### src/verilog/drs_pkg.sv
// Purpose: Constants and types for the dynamic memory cycle sequencer.
// Assumes: 25 MHz clock, one memory device with 5+5 address bits.
// Notes: Timing figures are parameters with plain defaults.
//
// Overview of operation
// Read starts with precharge strobe falling first.
// Device precharges column lines during precharge.
// Address settles before access interval begins.
// Device decodes addresses on precharge strobe.
// Enable falls next, precharge still active.
// Device reads selected row during overlap.
// Precharge release triggers row refresh rewrite.
// Access time is sum of intervals.
// Every write begins with full read.
// Write strobe after precharge-to-write interval.
// Enable release isolates all cells.
// Overlap held at least minimum time.
// Overlap never exceeds maximum time.
// Enable rises no earlier than write.
// Write pulse never straddles enable release.
// Every row refreshed within refresh period.
// Array is 32 rows by 32 columns.
// Address, data stable; cycles never overlap.
package drs_pkg;
  localparam int CLK_MHZ = 25;
  localparam int ROW_BITS = 5;
  localparam int COL_BITS = 5;
  localparam int ADDR_BITS = ROW_BITS + COL_BITS;
  localparam int NUM_ROWS = 32;
  // Interval figures in ns, refresh period in us; these are plain defaults, not part data.
  localparam int PC_NS = 80;
  localparam int OV_MIN_NS = 160;
  localparam int OV_MAX_NS = 400;
  localparam int PW_NS = 120;
  localparam int WE_NS = 80;
  localparam int PO_NS = 120;
  localparam int GAP_NS = 80;
  localparam int REFRESH_US = 2000;
  function automatic int ns_up(input int ns);
    return (ns * CLK_MHZ + 999) / 1000 < 1 ? 1 : (ns * CLK_MHZ + 999) / 1000;
  endfunction
  function automatic int ns_dn(input int ns);
    return (ns * CLK_MHZ) / 1000 < 1 ? 1 : (ns * CLK_MHZ) / 1000;
  endfunction
  localparam int PC_CYC = ns_up(PC_NS);
  localparam int OV_MIN_CYC = ns_up(OV_MIN_NS);
  localparam int OV_MAX_CYC = ns_dn(OV_MAX_NS);
  localparam int PW_CYC = ns_up(PW_NS);
  localparam int WE_CYC = ns_up(WE_NS);
  localparam int PO_CYC = ns_up(PO_NS);
  localparam int GAP_CYC = ns_up(GAP_NS);
  // Refresh spread over all rows, rounded down to stay inside the period.
  localparam int REFRESH_CYC = REFRESH_US * CLK_MHZ;
  localparam int ROW_REFRESH_CYC = REFRESH_CYC / NUM_ROWS;
  localparam int CNT_W = 16;
  typedef enum logic [2:0] {
    DRS_IDLE, DRS_PRECHARGE_STROBE, DRS_OVER, DRS_HOLD, DRS_WRITE, DRS_GAP
  } drs_state_t;
endpackage

### src/verilog/drs_req_if.sv
// Purpose: Request handshake between refresh timer and sequencer.
// Assumes: Single clock domain.
// Notes: The refresh request is a level held until acknowledged.
interface drs_req_if;
  logic refReq;
  logic refAck;
  modport timer (output refReq, input refAck);
  modport seq (input refReq, output refAck);
endinterface

### src/verilog/drs_refresh_timer.sv
// Purpose: Raises a refresh request once per row slot of the period.
// Assumes: Ack is a one-cycle pulse from the sequencer.
// Notes: A tick in the ack cycle is kept, the set wins.
module drs_refresh_timer
  import drs_pkg::*;
#(
  parameter int SLOT_CYC = ROW_REFRESH_CYC
) (
  // Clock and reset
  input wire logic clock,
  input wire logic rst,
  // Request link
  drs_req_if.timer req
);
  initial begin
    if (SLOT_CYC < 2 || SLOT_CYC >= (1 << CNT_W)) begin
      $error("SLOT_CYC out of range");
    end
  end
  typedef struct packed {
    logic [CNT_W-1:0] cnt;
    logic pend;
  } drs_tmr_t;
  drs_tmr_t st_ff, nxt_st;
  always_comb begin
    nxt_st = st_ff;
    if (req.refAck) begin
      nxt_st.pend = 1'b0;
    end
    if (st_ff.cnt == CNT_W'(SLOT_CYC - 1)) begin
      nxt_st.cnt = '0;
      nxt_st.pend = 1'b1;
    end else begin
      nxt_st.cnt = st_ff.cnt + 16'h0001;
    end
  end
  always_ff @(posedge clock) begin
    if (rst) begin
      st_ff <= '0;
    end else begin
      st_ff <= nxt_st;
    end
  end
  assign req.refReq = st_ff.pend;
endmodule

### src/verilog/drs_sequencer.sv
// Purpose: Drives the precharge, enable and write strobes of the memory.
// Assumes: Strobes active high here; board buffers invert as needed.
// Notes: Writes run as read-modify-write; refresh is a read, no result.
module drs_sequencer
  import drs_pkg::*;
#(
  parameter int SLOT_CYC = ROW_REFRESH_CYC,
  parameter int OV_CYC = OV_MIN_CYC
) (
  // Clock and reset
  input wire logic clock,
  input wire logic rst,
  // User request
  input wire logic reqValid,
  input wire logic reqWrite,
  input wire logic [ADDR_BITS-1:0] reqAddr,
  input wire logic reqData,
  output logic reqReady,
  output logic rdValid,
  output logic rdData,
  // Memory pins
  output logic prechargeStrobe,
  output logic cycleEnable,
  output logic writeStrobe,
  output logic [ADDR_BITS-1:0] memAddr,
  output logic memDataIn,
  input wire logic memDataOut
);
  initial begin
    if (OV_CYC < OV_MIN_CYC || OV_CYC > OV_MAX_CYC) begin
      $error("OV_CYC outside overlap limits");
    end
  end

  // ----------------------------------------------------------------
  // Data pin synchroniser
  // ----------------------------------------------------------------
  logic dSync1_ff, dSync2_ff;
  always_ff @(posedge clock) begin
    if (rst) begin
      dSync1_ff <= 1'b0;
      dSync2_ff <= 1'b0;
    end else begin
      dSync1_ff <= memDataOut;
      dSync2_ff <= dSync1_ff;
    end
  end

  // ----------------------------------------------------------------
  // Refresh timer
  // ----------------------------------------------------------------
  drs_req_if req ();
  drs_refresh_timer #(.SLOT_CYC(SLOT_CYC)) u_timer (
    .clock(clock),
    .rst(rst),
    .req(req)
  );

  // ----------------------------------------------------------------
  // Sequencer state
  // ----------------------------------------------------------------
  typedef struct packed {
    drs_state_t state;
    logic [CNT_W-1:0] cnt;
    logic isWrite;
    logic isRefresh;
    logic [ROW_BITS-1:0] refRow;
    logic precharge_strobe;
    logic ce;
    logic we;
    logic [ADDR_BITS-1:0] addr;
    logic din;
    logic ready;
    logic rdValid;
    logic rdData;
    logic ack;
  } drs_seq_t;
  drs_seq_t st_ff, nxt_st;

  always_comb begin
    nxt_st = st_ff;
    nxt_st.rdValid = 1'b0;
    nxt_st.ack = 1'b0;
    nxt_st.cnt = st_ff.cnt + 16'h0001;
    unique case (st_ff.state)
      DRS_IDLE: begin
        nxt_st.cnt = '0;
        // Refresh goes first so a busy user cannot starve retention.
        if (req.refReq) begin
          nxt_st.isRefresh = 1'b1;
          nxt_st.isWrite = 1'b0;
          nxt_st.addr = {st_ff.refRow, {COL_BITS{1'b0}}};
          nxt_st.refRow = st_ff.refRow + 5'h01;
          nxt_st.ack = 1'b1;
          nxt_st.precharge_strobe = 1'b1;
          // Ready stays high over a refresh, so a falling ready always
          // marks the take of a user request.
          nxt_st.state = DRS_PRECHARGE_STROBE;
        end else if (reqValid && st_ff.ready) begin
          nxt_st.isRefresh = 1'b0;
          nxt_st.isWrite = reqWrite;
          nxt_st.addr = reqAddr;
          nxt_st.din = reqData;
          nxt_st.precharge_strobe = 1'b1;
          nxt_st.ready = 1'b0;
          nxt_st.state = DRS_PRECHARGE_STROBE;
        end
      end
      DRS_PRECHARGE_STROBE: begin
        if (st_ff.cnt == CNT_W'(PC_CYC - 1)) begin
          nxt_st.ce = 1'b1;
          nxt_st.cnt = '0;
          nxt_st.state = DRS_OVER;
        end
      end
      DRS_OVER: begin
        // Overlap fixed between its minimum and maximum.
        if (st_ff.cnt == CNT_W'(OV_CYC - 1)) begin
          nxt_st.precharge_strobe = 1'b0;
          nxt_st.cnt = '0;
          nxt_st.state = st_ff.isWrite ? DRS_WRITE : DRS_HOLD;
        end
      end
      DRS_HOLD: begin
        if (st_ff.cnt == CNT_W'(PO_CYC + 1)) begin
          nxt_st.ce = 1'b0;
          nxt_st.rdValid = !st_ff.isRefresh;
          nxt_st.rdData = dSync2_ff;
          nxt_st.cnt = '0;
          nxt_st.state = DRS_GAP;
        end
      end
      DRS_WRITE: begin
        // Write strobe rises after the interval, falls before enable.
        if (st_ff.cnt == CNT_W'(PW_CYC - 1)) begin
          nxt_st.we = 1'b1;
        end
        if (st_ff.cnt == CNT_W'(PW_CYC + WE_CYC - 1)) begin
          nxt_st.we = 1'b0;
        end
        if (st_ff.cnt == CNT_W'(PW_CYC + WE_CYC)) begin
          nxt_st.ce = 1'b0;
          nxt_st.cnt = '0;
          nxt_st.state = DRS_GAP;
        end
      end
      DRS_GAP: begin
        if (st_ff.cnt == CNT_W'(GAP_CYC - 1)) begin
          nxt_st.ready = 1'b1;
          nxt_st.state = DRS_IDLE;
        end
      end
    endcase
  end

  always_ff @(posedge clock) begin
    if (rst) begin
      st_ff <= '0;
      st_ff.state <= DRS_IDLE;
      st_ff.ready <= 1'b1;
    end else begin
      st_ff <= nxt_st;
    end
  end

  assign req.refAck = st_ff.ack;
  assign reqReady = st_ff.ready;
  assign rdValid = st_ff.rdValid;
  assign rdData = st_ff.rdData;
  assign prechargeStrobe = st_ff.precharge_strobe;
  assign cycleEnable = st_ff.ce;
  assign writeStrobe = st_ff.we;
  assign memAddr = st_ff.addr;
  assign memDataIn = st_ff.din;
endmodule
### config.mk
export PLATFORM = sky130hd
export DESIGN_NAME = drs_sequencer
export DESIGN_NICKNAME = d
export VERILOG_FILES = /design/src/verilog/drs_pkg.sv /design/src/verilog/drs_req_if.sv /design/src/verilog/drs_refresh_timer.sv /design/src/verilog/drs_sequencer.sv
export SDC_FILE = /design/constraint.sdc
export NUM_CORES = 1
export LEC_CHECK = 0
export BUFFER_PORTS_ARGS = -buffer_cell sky130_fd_sc_hd__buf_2
export CORE_ASPECT_RATIO = 0.75
export CORE_MARGIN = 2
export CORE_UTILIZATION = 35
export DETAILED_ROUTE_END_ITERATION = 10
export GPL_TIMING_DRIVEN = 0
export HOLD_SLACK_MARGIN = 0.1
export PLACE_DENSITY = 0.55
export SLEW_MARGIN = 15
export SYNTH_ARGS = -nofsm -noshare
export SYNTH_HDL_FRONTEND = slang
export SYNTH_HIERARCHICAL = 1
export SYNTH_SLANG_ARGS = --single-unit
### constraint.sdc
create_clock -name clock -period 5.7 [get_ports clock]
set_input_delay 0.285 -clock clock [delete_from_list [all_inputs] [get_ports clock]]
set_output_delay 0.285 -clock clock [all_outputs]
set_load 0.01 [all_outputs]
Yosys cells after proc, flatten, opt, wreduce, memory -nomap -nowiden
Index checks and enable logic that the tools add are counted.

Word-level logic and storage cells: 94. Output and inout port bits: 17. Flip-flop bits (word level): 63. Bits of input ports: 16.

Equality and inequality tests: 19. Add/subtract/negate cells: 3. Muxes and demuxes: 29. Reductions and logical operators: 21. Bitwise operators: 4.

Operators with widths (count): $pmux W16 S5 (1); $mux W19 (4); $add A16 B1 Y16 const B (2); $eq A16 B2 Y1 const B (2); $eq A16 B3 Y1 const B (2); $pmux W3 S6 (1); $eq A16 B1 Y1 const B (1); $eq A16 B11 Y1 const B (1); $ne A2 B2 Y1 const B (7); $mux W1 (12); $mux W12 (1); $mux W3 (4); $mux W10 (1); $reduce_bool A2 Y1 (5); $reduce_and A2 Y1 (4); $reduce_and A4 Y1 (2); $eq A3 B2 Y1 const B (2); $eq A3 B3 Y1 const B (2); $reduce_and A3 Y1 (2); $reduce_and A6 Y1 (1); $add A5 B1 Y5 const B (1); $mux W2 (2); $not A1 Y1 (4); $pmux W1 S2 (2); other kinds (9) (10).

Logic depth before layout (Yosys ltp)
Depth in word-level cells: 4. Depth in mapped cells: 8. Gate-level depth less buffers: 7.

Hierarchy
The synthesis kept the hierarchy.

Modules (own cells, without submodules): drs_sequencer (cells each 250, area an instance 2188.3 um^2, sequential area each 920.9 um^2, instances 1); drs_refresh_timer (cells each 86, area an instance 763.2 um^2, sequential area each 340.3 um^2, instances 1).

Worst setup path before layout
No wires, ideal clock.

Kind: reg2reg. Start: register st_ff[25] (netlist name). End: register st_ff[31] (netlist name). Clock period less this slack: 1833 ps. Arrival: 1719 ps. Required time: 5585 ps. Path slack: 3867 ps. Path buffers: 1. Cell stages (with the launch flop): 8. Setup time: 115 ps. Path through: dfxtp_1 -> ha_1 -> or3b_1 -> a21oi_1 -> a21o_1 -> a2bb2oi_4 -> buf_6 -> nor2_1.

Word-level cells in the longest chain between the ends: 3. Elaborated cells on any way between the ends: 10. Those cells by class: add/sub: 1; eq/ne: 4; mux: 5.

RTL lines: start: declaration (line drs_sequencer.sv:78) `drs_seq_t st_ff, nxt_st;`; start signal: assignment (line drs_sequencer.sv:162) `st_ff <= nxt_st;`; $add A16 B1 Y16, or another cell as far along (line drs_sequencer.sv:84) `nxt_st.cnt = st_ff.cnt + 16'h0001;`; $mux W19, on equally long branches; $pmux W16 S5 (*) (line drs_sequencer.sv:85) `unique case (st_ff.state)`.

Every way passes the cells marked *; elsewhere a longest branch is shown, timed or not. The select of a mux whose other input is x is not followed. A chain may end at the register's enable or synchronous reset.

Final worst setup path
Start: register st_ff[25] (netlist name). End: register st_ff[34] (netlist name).

Same word-level chain as after synthesis.

==> impl_results.md <==
* Vias at 2408
* HPWL Detailed at 4670 um
* Syn nets at 359
* Top delay family on crit path: compound AO/OA/AOI/OAI gates
* Flop pwr share at 0.445
* Port bufs at 32
* Clock network power share at 0.379
* IO Count at 33
* Reg2Reg Setup Slack at 3530 ps
* Pwr Density at 315 nW/um^2
* TritonCTS clock tree: yes
* Post-Syn Area at 2950 um^2
* Mean Syn Cell Area at 8.78 um^2
* Pre-antenna DRT Iters at 4
* Drt first-iter violations at 145
* Sink Count at 63
* Yosys top cell area share at 0.427
* Max H-tree Level at 3
* Max-slew headroom at 0.575
* Synth Flop Type: dfxtp_1
* Critical path type: reg2reg
* DRC viols at 0
* RSZ-0062 raised after global routing: no
* Fmax at 461 MHz
* Routability cong. at 0.825
* Drt wl/cell at 13.1 um
* Worst Hold Class: in2reg
* Mapped Cells at 336
* Die W at 110 um
* DR vias/cell at 4.92
* Layout area overhead at 16.8%
* Max FO, Critical Path at 10
* Layout cell share with drive strength beyond 1 at 0.193
* FP Rows at 28
* Die span in y at 83.5 um
* WHS Path Cells at 2
* EDFF count, synth at 0
* Largest net degree at the start of global routing at 11
* Most flops, register: st_ff
* Root buffer cell: clkbuf_8
* Combinational fraction of design power at 0.176
* Synth Warn # at 6
* Skew final at 3.97 ps
* Register area share after synthesis at 0.427
* Max Slew Vio Count at 0
* Nature of the critical path endpoint: flop
* Slowest cell on the critical path: dfxtp_1
* Hold endpoint: dSync1_ff
* WP data required at 5930 ps
* Worst EP arrival at 2400 ps
* Post-Layout Cell Count at 489
* RR Endpoint: st_ff[34]
* Final Cycle Share at 0.381
* Inserted Diodes at 0
* Leak pwr at 1.32 nW
* Worst-skew pair later-pin latency at 340 ps
* # nets final at 402
* CTS resizes at 0
* Slew @ Worst Pin at 632 ps
* Synth cell types at 50
* Antenna-violating nets left at 0
* Max VDD drop at 0.000121 V
* Max incr delay on CP at 420 ps
* Worst r2r src: st_ff[25]
* Crit path buf inv count at 1
* First-pass GRT wire length at 10800 um
* Placed insts at 473
* Post-synth ARST share at 0
* Clock buffer depth at 2
* Vias in the first global route at 2273
* Initial Util at 0.368
* Top cells by area, synth: dfxtp_1 (43%), nor2_1 (7.4%), xnor2_1 (5.0%)
* # Post-CTS Setup Buffers at 0
* Internal at 795 uW
* R2R cell count at 7
* Crit path cell chain: ha_1 -> or3b_1 -> a21oi_1 -> a21o_1 -> a2bb2oi_4 -> buf_6 -> nor2_1
* Number of synthesized register bits at 63
* Setup violators final at 0
* Fin. Hold Viols at 0
* Total CTS buffers at 9
* Overall Global Routing Usage at 0.151
* Grt ovf at 0
* Final Critical Period at 2170 ps
* Worst hold start: memDataOut
* Clock slew at reported path FFs at 70 ps
* Die Area at 9190 um^2
* Switching share of power at 0.267
* Core area at 8020 um^2
* Post-Route Setup TNS at 0 ps
* DRT Wirelength at 6400 um
* Cts hold-fix bufs at 0
* Status: complete, no violations
* CP Launch Type: flop
* Psw at 290 uW
* Maxcap violations at 0
* Yosys top cell by area: dfxtp_1
* Antenna violations before repair at 0
* Largest register FFs at 26
## layout by cell type, fill, tap and decap left out, types with 2 or more instances in the layout
master	netlist	final
buf_6	2	2
xnor2_1	17	17
nor3b_1	5	5
a22oi_1	6	6
a211oi_1	5	5
or3b_1	2	2
and3_1	5	5
clkbuf_8	0	9
nand3_1	15	15
inv_1	7	7
nor3_1	14	14
ha_1	7	7
clkinv_2	0	2
nand2b_1	5	5
nor2_1	58	58
dfxtp_1	63	63
nor4_1	6	6
o21ai_0	4	4
a21o_1	2	2
nor2b_1	5	5
nor4_2	4	4
clkbuf_1	6	9
bufinv_16	0	2
buf_4	11	11
a21oi_1	16	16
xor2_1	13	13
a31oi_1	3	3
buf_2	4	36
or3_1	2	2
nand2_1	19	19
nand4_1	8	8
## layout make-up
class	count	area [um^2]
fill	800	4570
clock inverter	4	70.1
clock buffer	12	135
timing repair buffer	32	160
multi-input combinational	242	1510
tap	105	131
sequential	63	1260
buffer	24	151
inverter	7	26.3
## cell families after synthesis
family | Yosys count | synth area share
simple gates | 159 | 0.285
flops | 63 | 0.427
compound gates | 45 | 0.106
xor+xnor | 30 | 0.0890
buf+inv | 31 | 0.0602
fa+ha+maj | 7 | 0.0297
mux | 1 | 0.00339
## power groups by stage
stage	Clock [mW]	Combinational (mW)	Sequential, mW
after global routing	0.444	0.217	0.486
final	0.411	0.191	0.482
after detailed placement	0	0.193	0.493
after floorplan	0	0.139	0.490
after global placement	0	0.190	0.492
after CTS	0.425	0.193	0.483
## metal layers
layer	wire length (um)	track usage
met1	3380	0.212
met2	2550	0.211
met3	359	0.0570
met4	106	0.0506
met5	0	0
## worst reg2reg max path, delay by kind of cell, from the launching register on
family,cells,cell delay (ps)
DFF,1,420
adders and majority gates,1,270
buffers and inverters,1,180
and+or+nand+nor,2,470
AOI/OAI and AO/OA,3,720
## worst max path at each step
stage	end	slack, ps	start	cells after the start
after floorplan	st_ff[31]	3870	st_ff[25]	7
after global routing	st_ff[31]	3430	st_ff[25]	7
final	st_ff[34]	3530	st_ff[25]	7
after CTS	st_ff[34]	3550	st_ff[25]	7
after global placement	st_ff[31]	3580	st_ff[25]	7
after detailed placement	st_ff[31]	3570	st_ff[25]	7
## synthesized netlist by cell type, types with 2 or more instances
cell      count
buf_4        11
nor3b_1       5
a22oi_1       6
nor3_1       14
xor2_1       13
nand2_1      19
buf_2         4
buf_6         2
xnor2_1      17
dfxtp_1      63
nor4_2        4
nor4_1        6
a21o_1        2
nor2b_1       5
a211oi_1      5
a31oi_1       3
o21ai_0       4
a21oi_1      16
nor2_1       58
and3_1        5
ha_1          7
or3_1         2
clkbuf_1      6
nand3_1      15
nand2b_1      5
or3b_1        2
nand4_1       8
inv_1         7
## through the flow
step	area, um^2	power, mW	setup WS, ps	hold WS (ps)	utilization
6_report	3450	1.08	3530	165	0.430
5_1_grt	3450	1.15	3430	148	0.430
4_1_cts	3450	1.10	3550	148	0.430
3_5_place_dp	3240	0.685	3570	426	0.404
3_3_place_gp	3240	0.682	3580	420	0.404
2_1_floorplan	2950	0.629	3870	354	-
No activity file was read; power rests on OpenSTA's default activity.
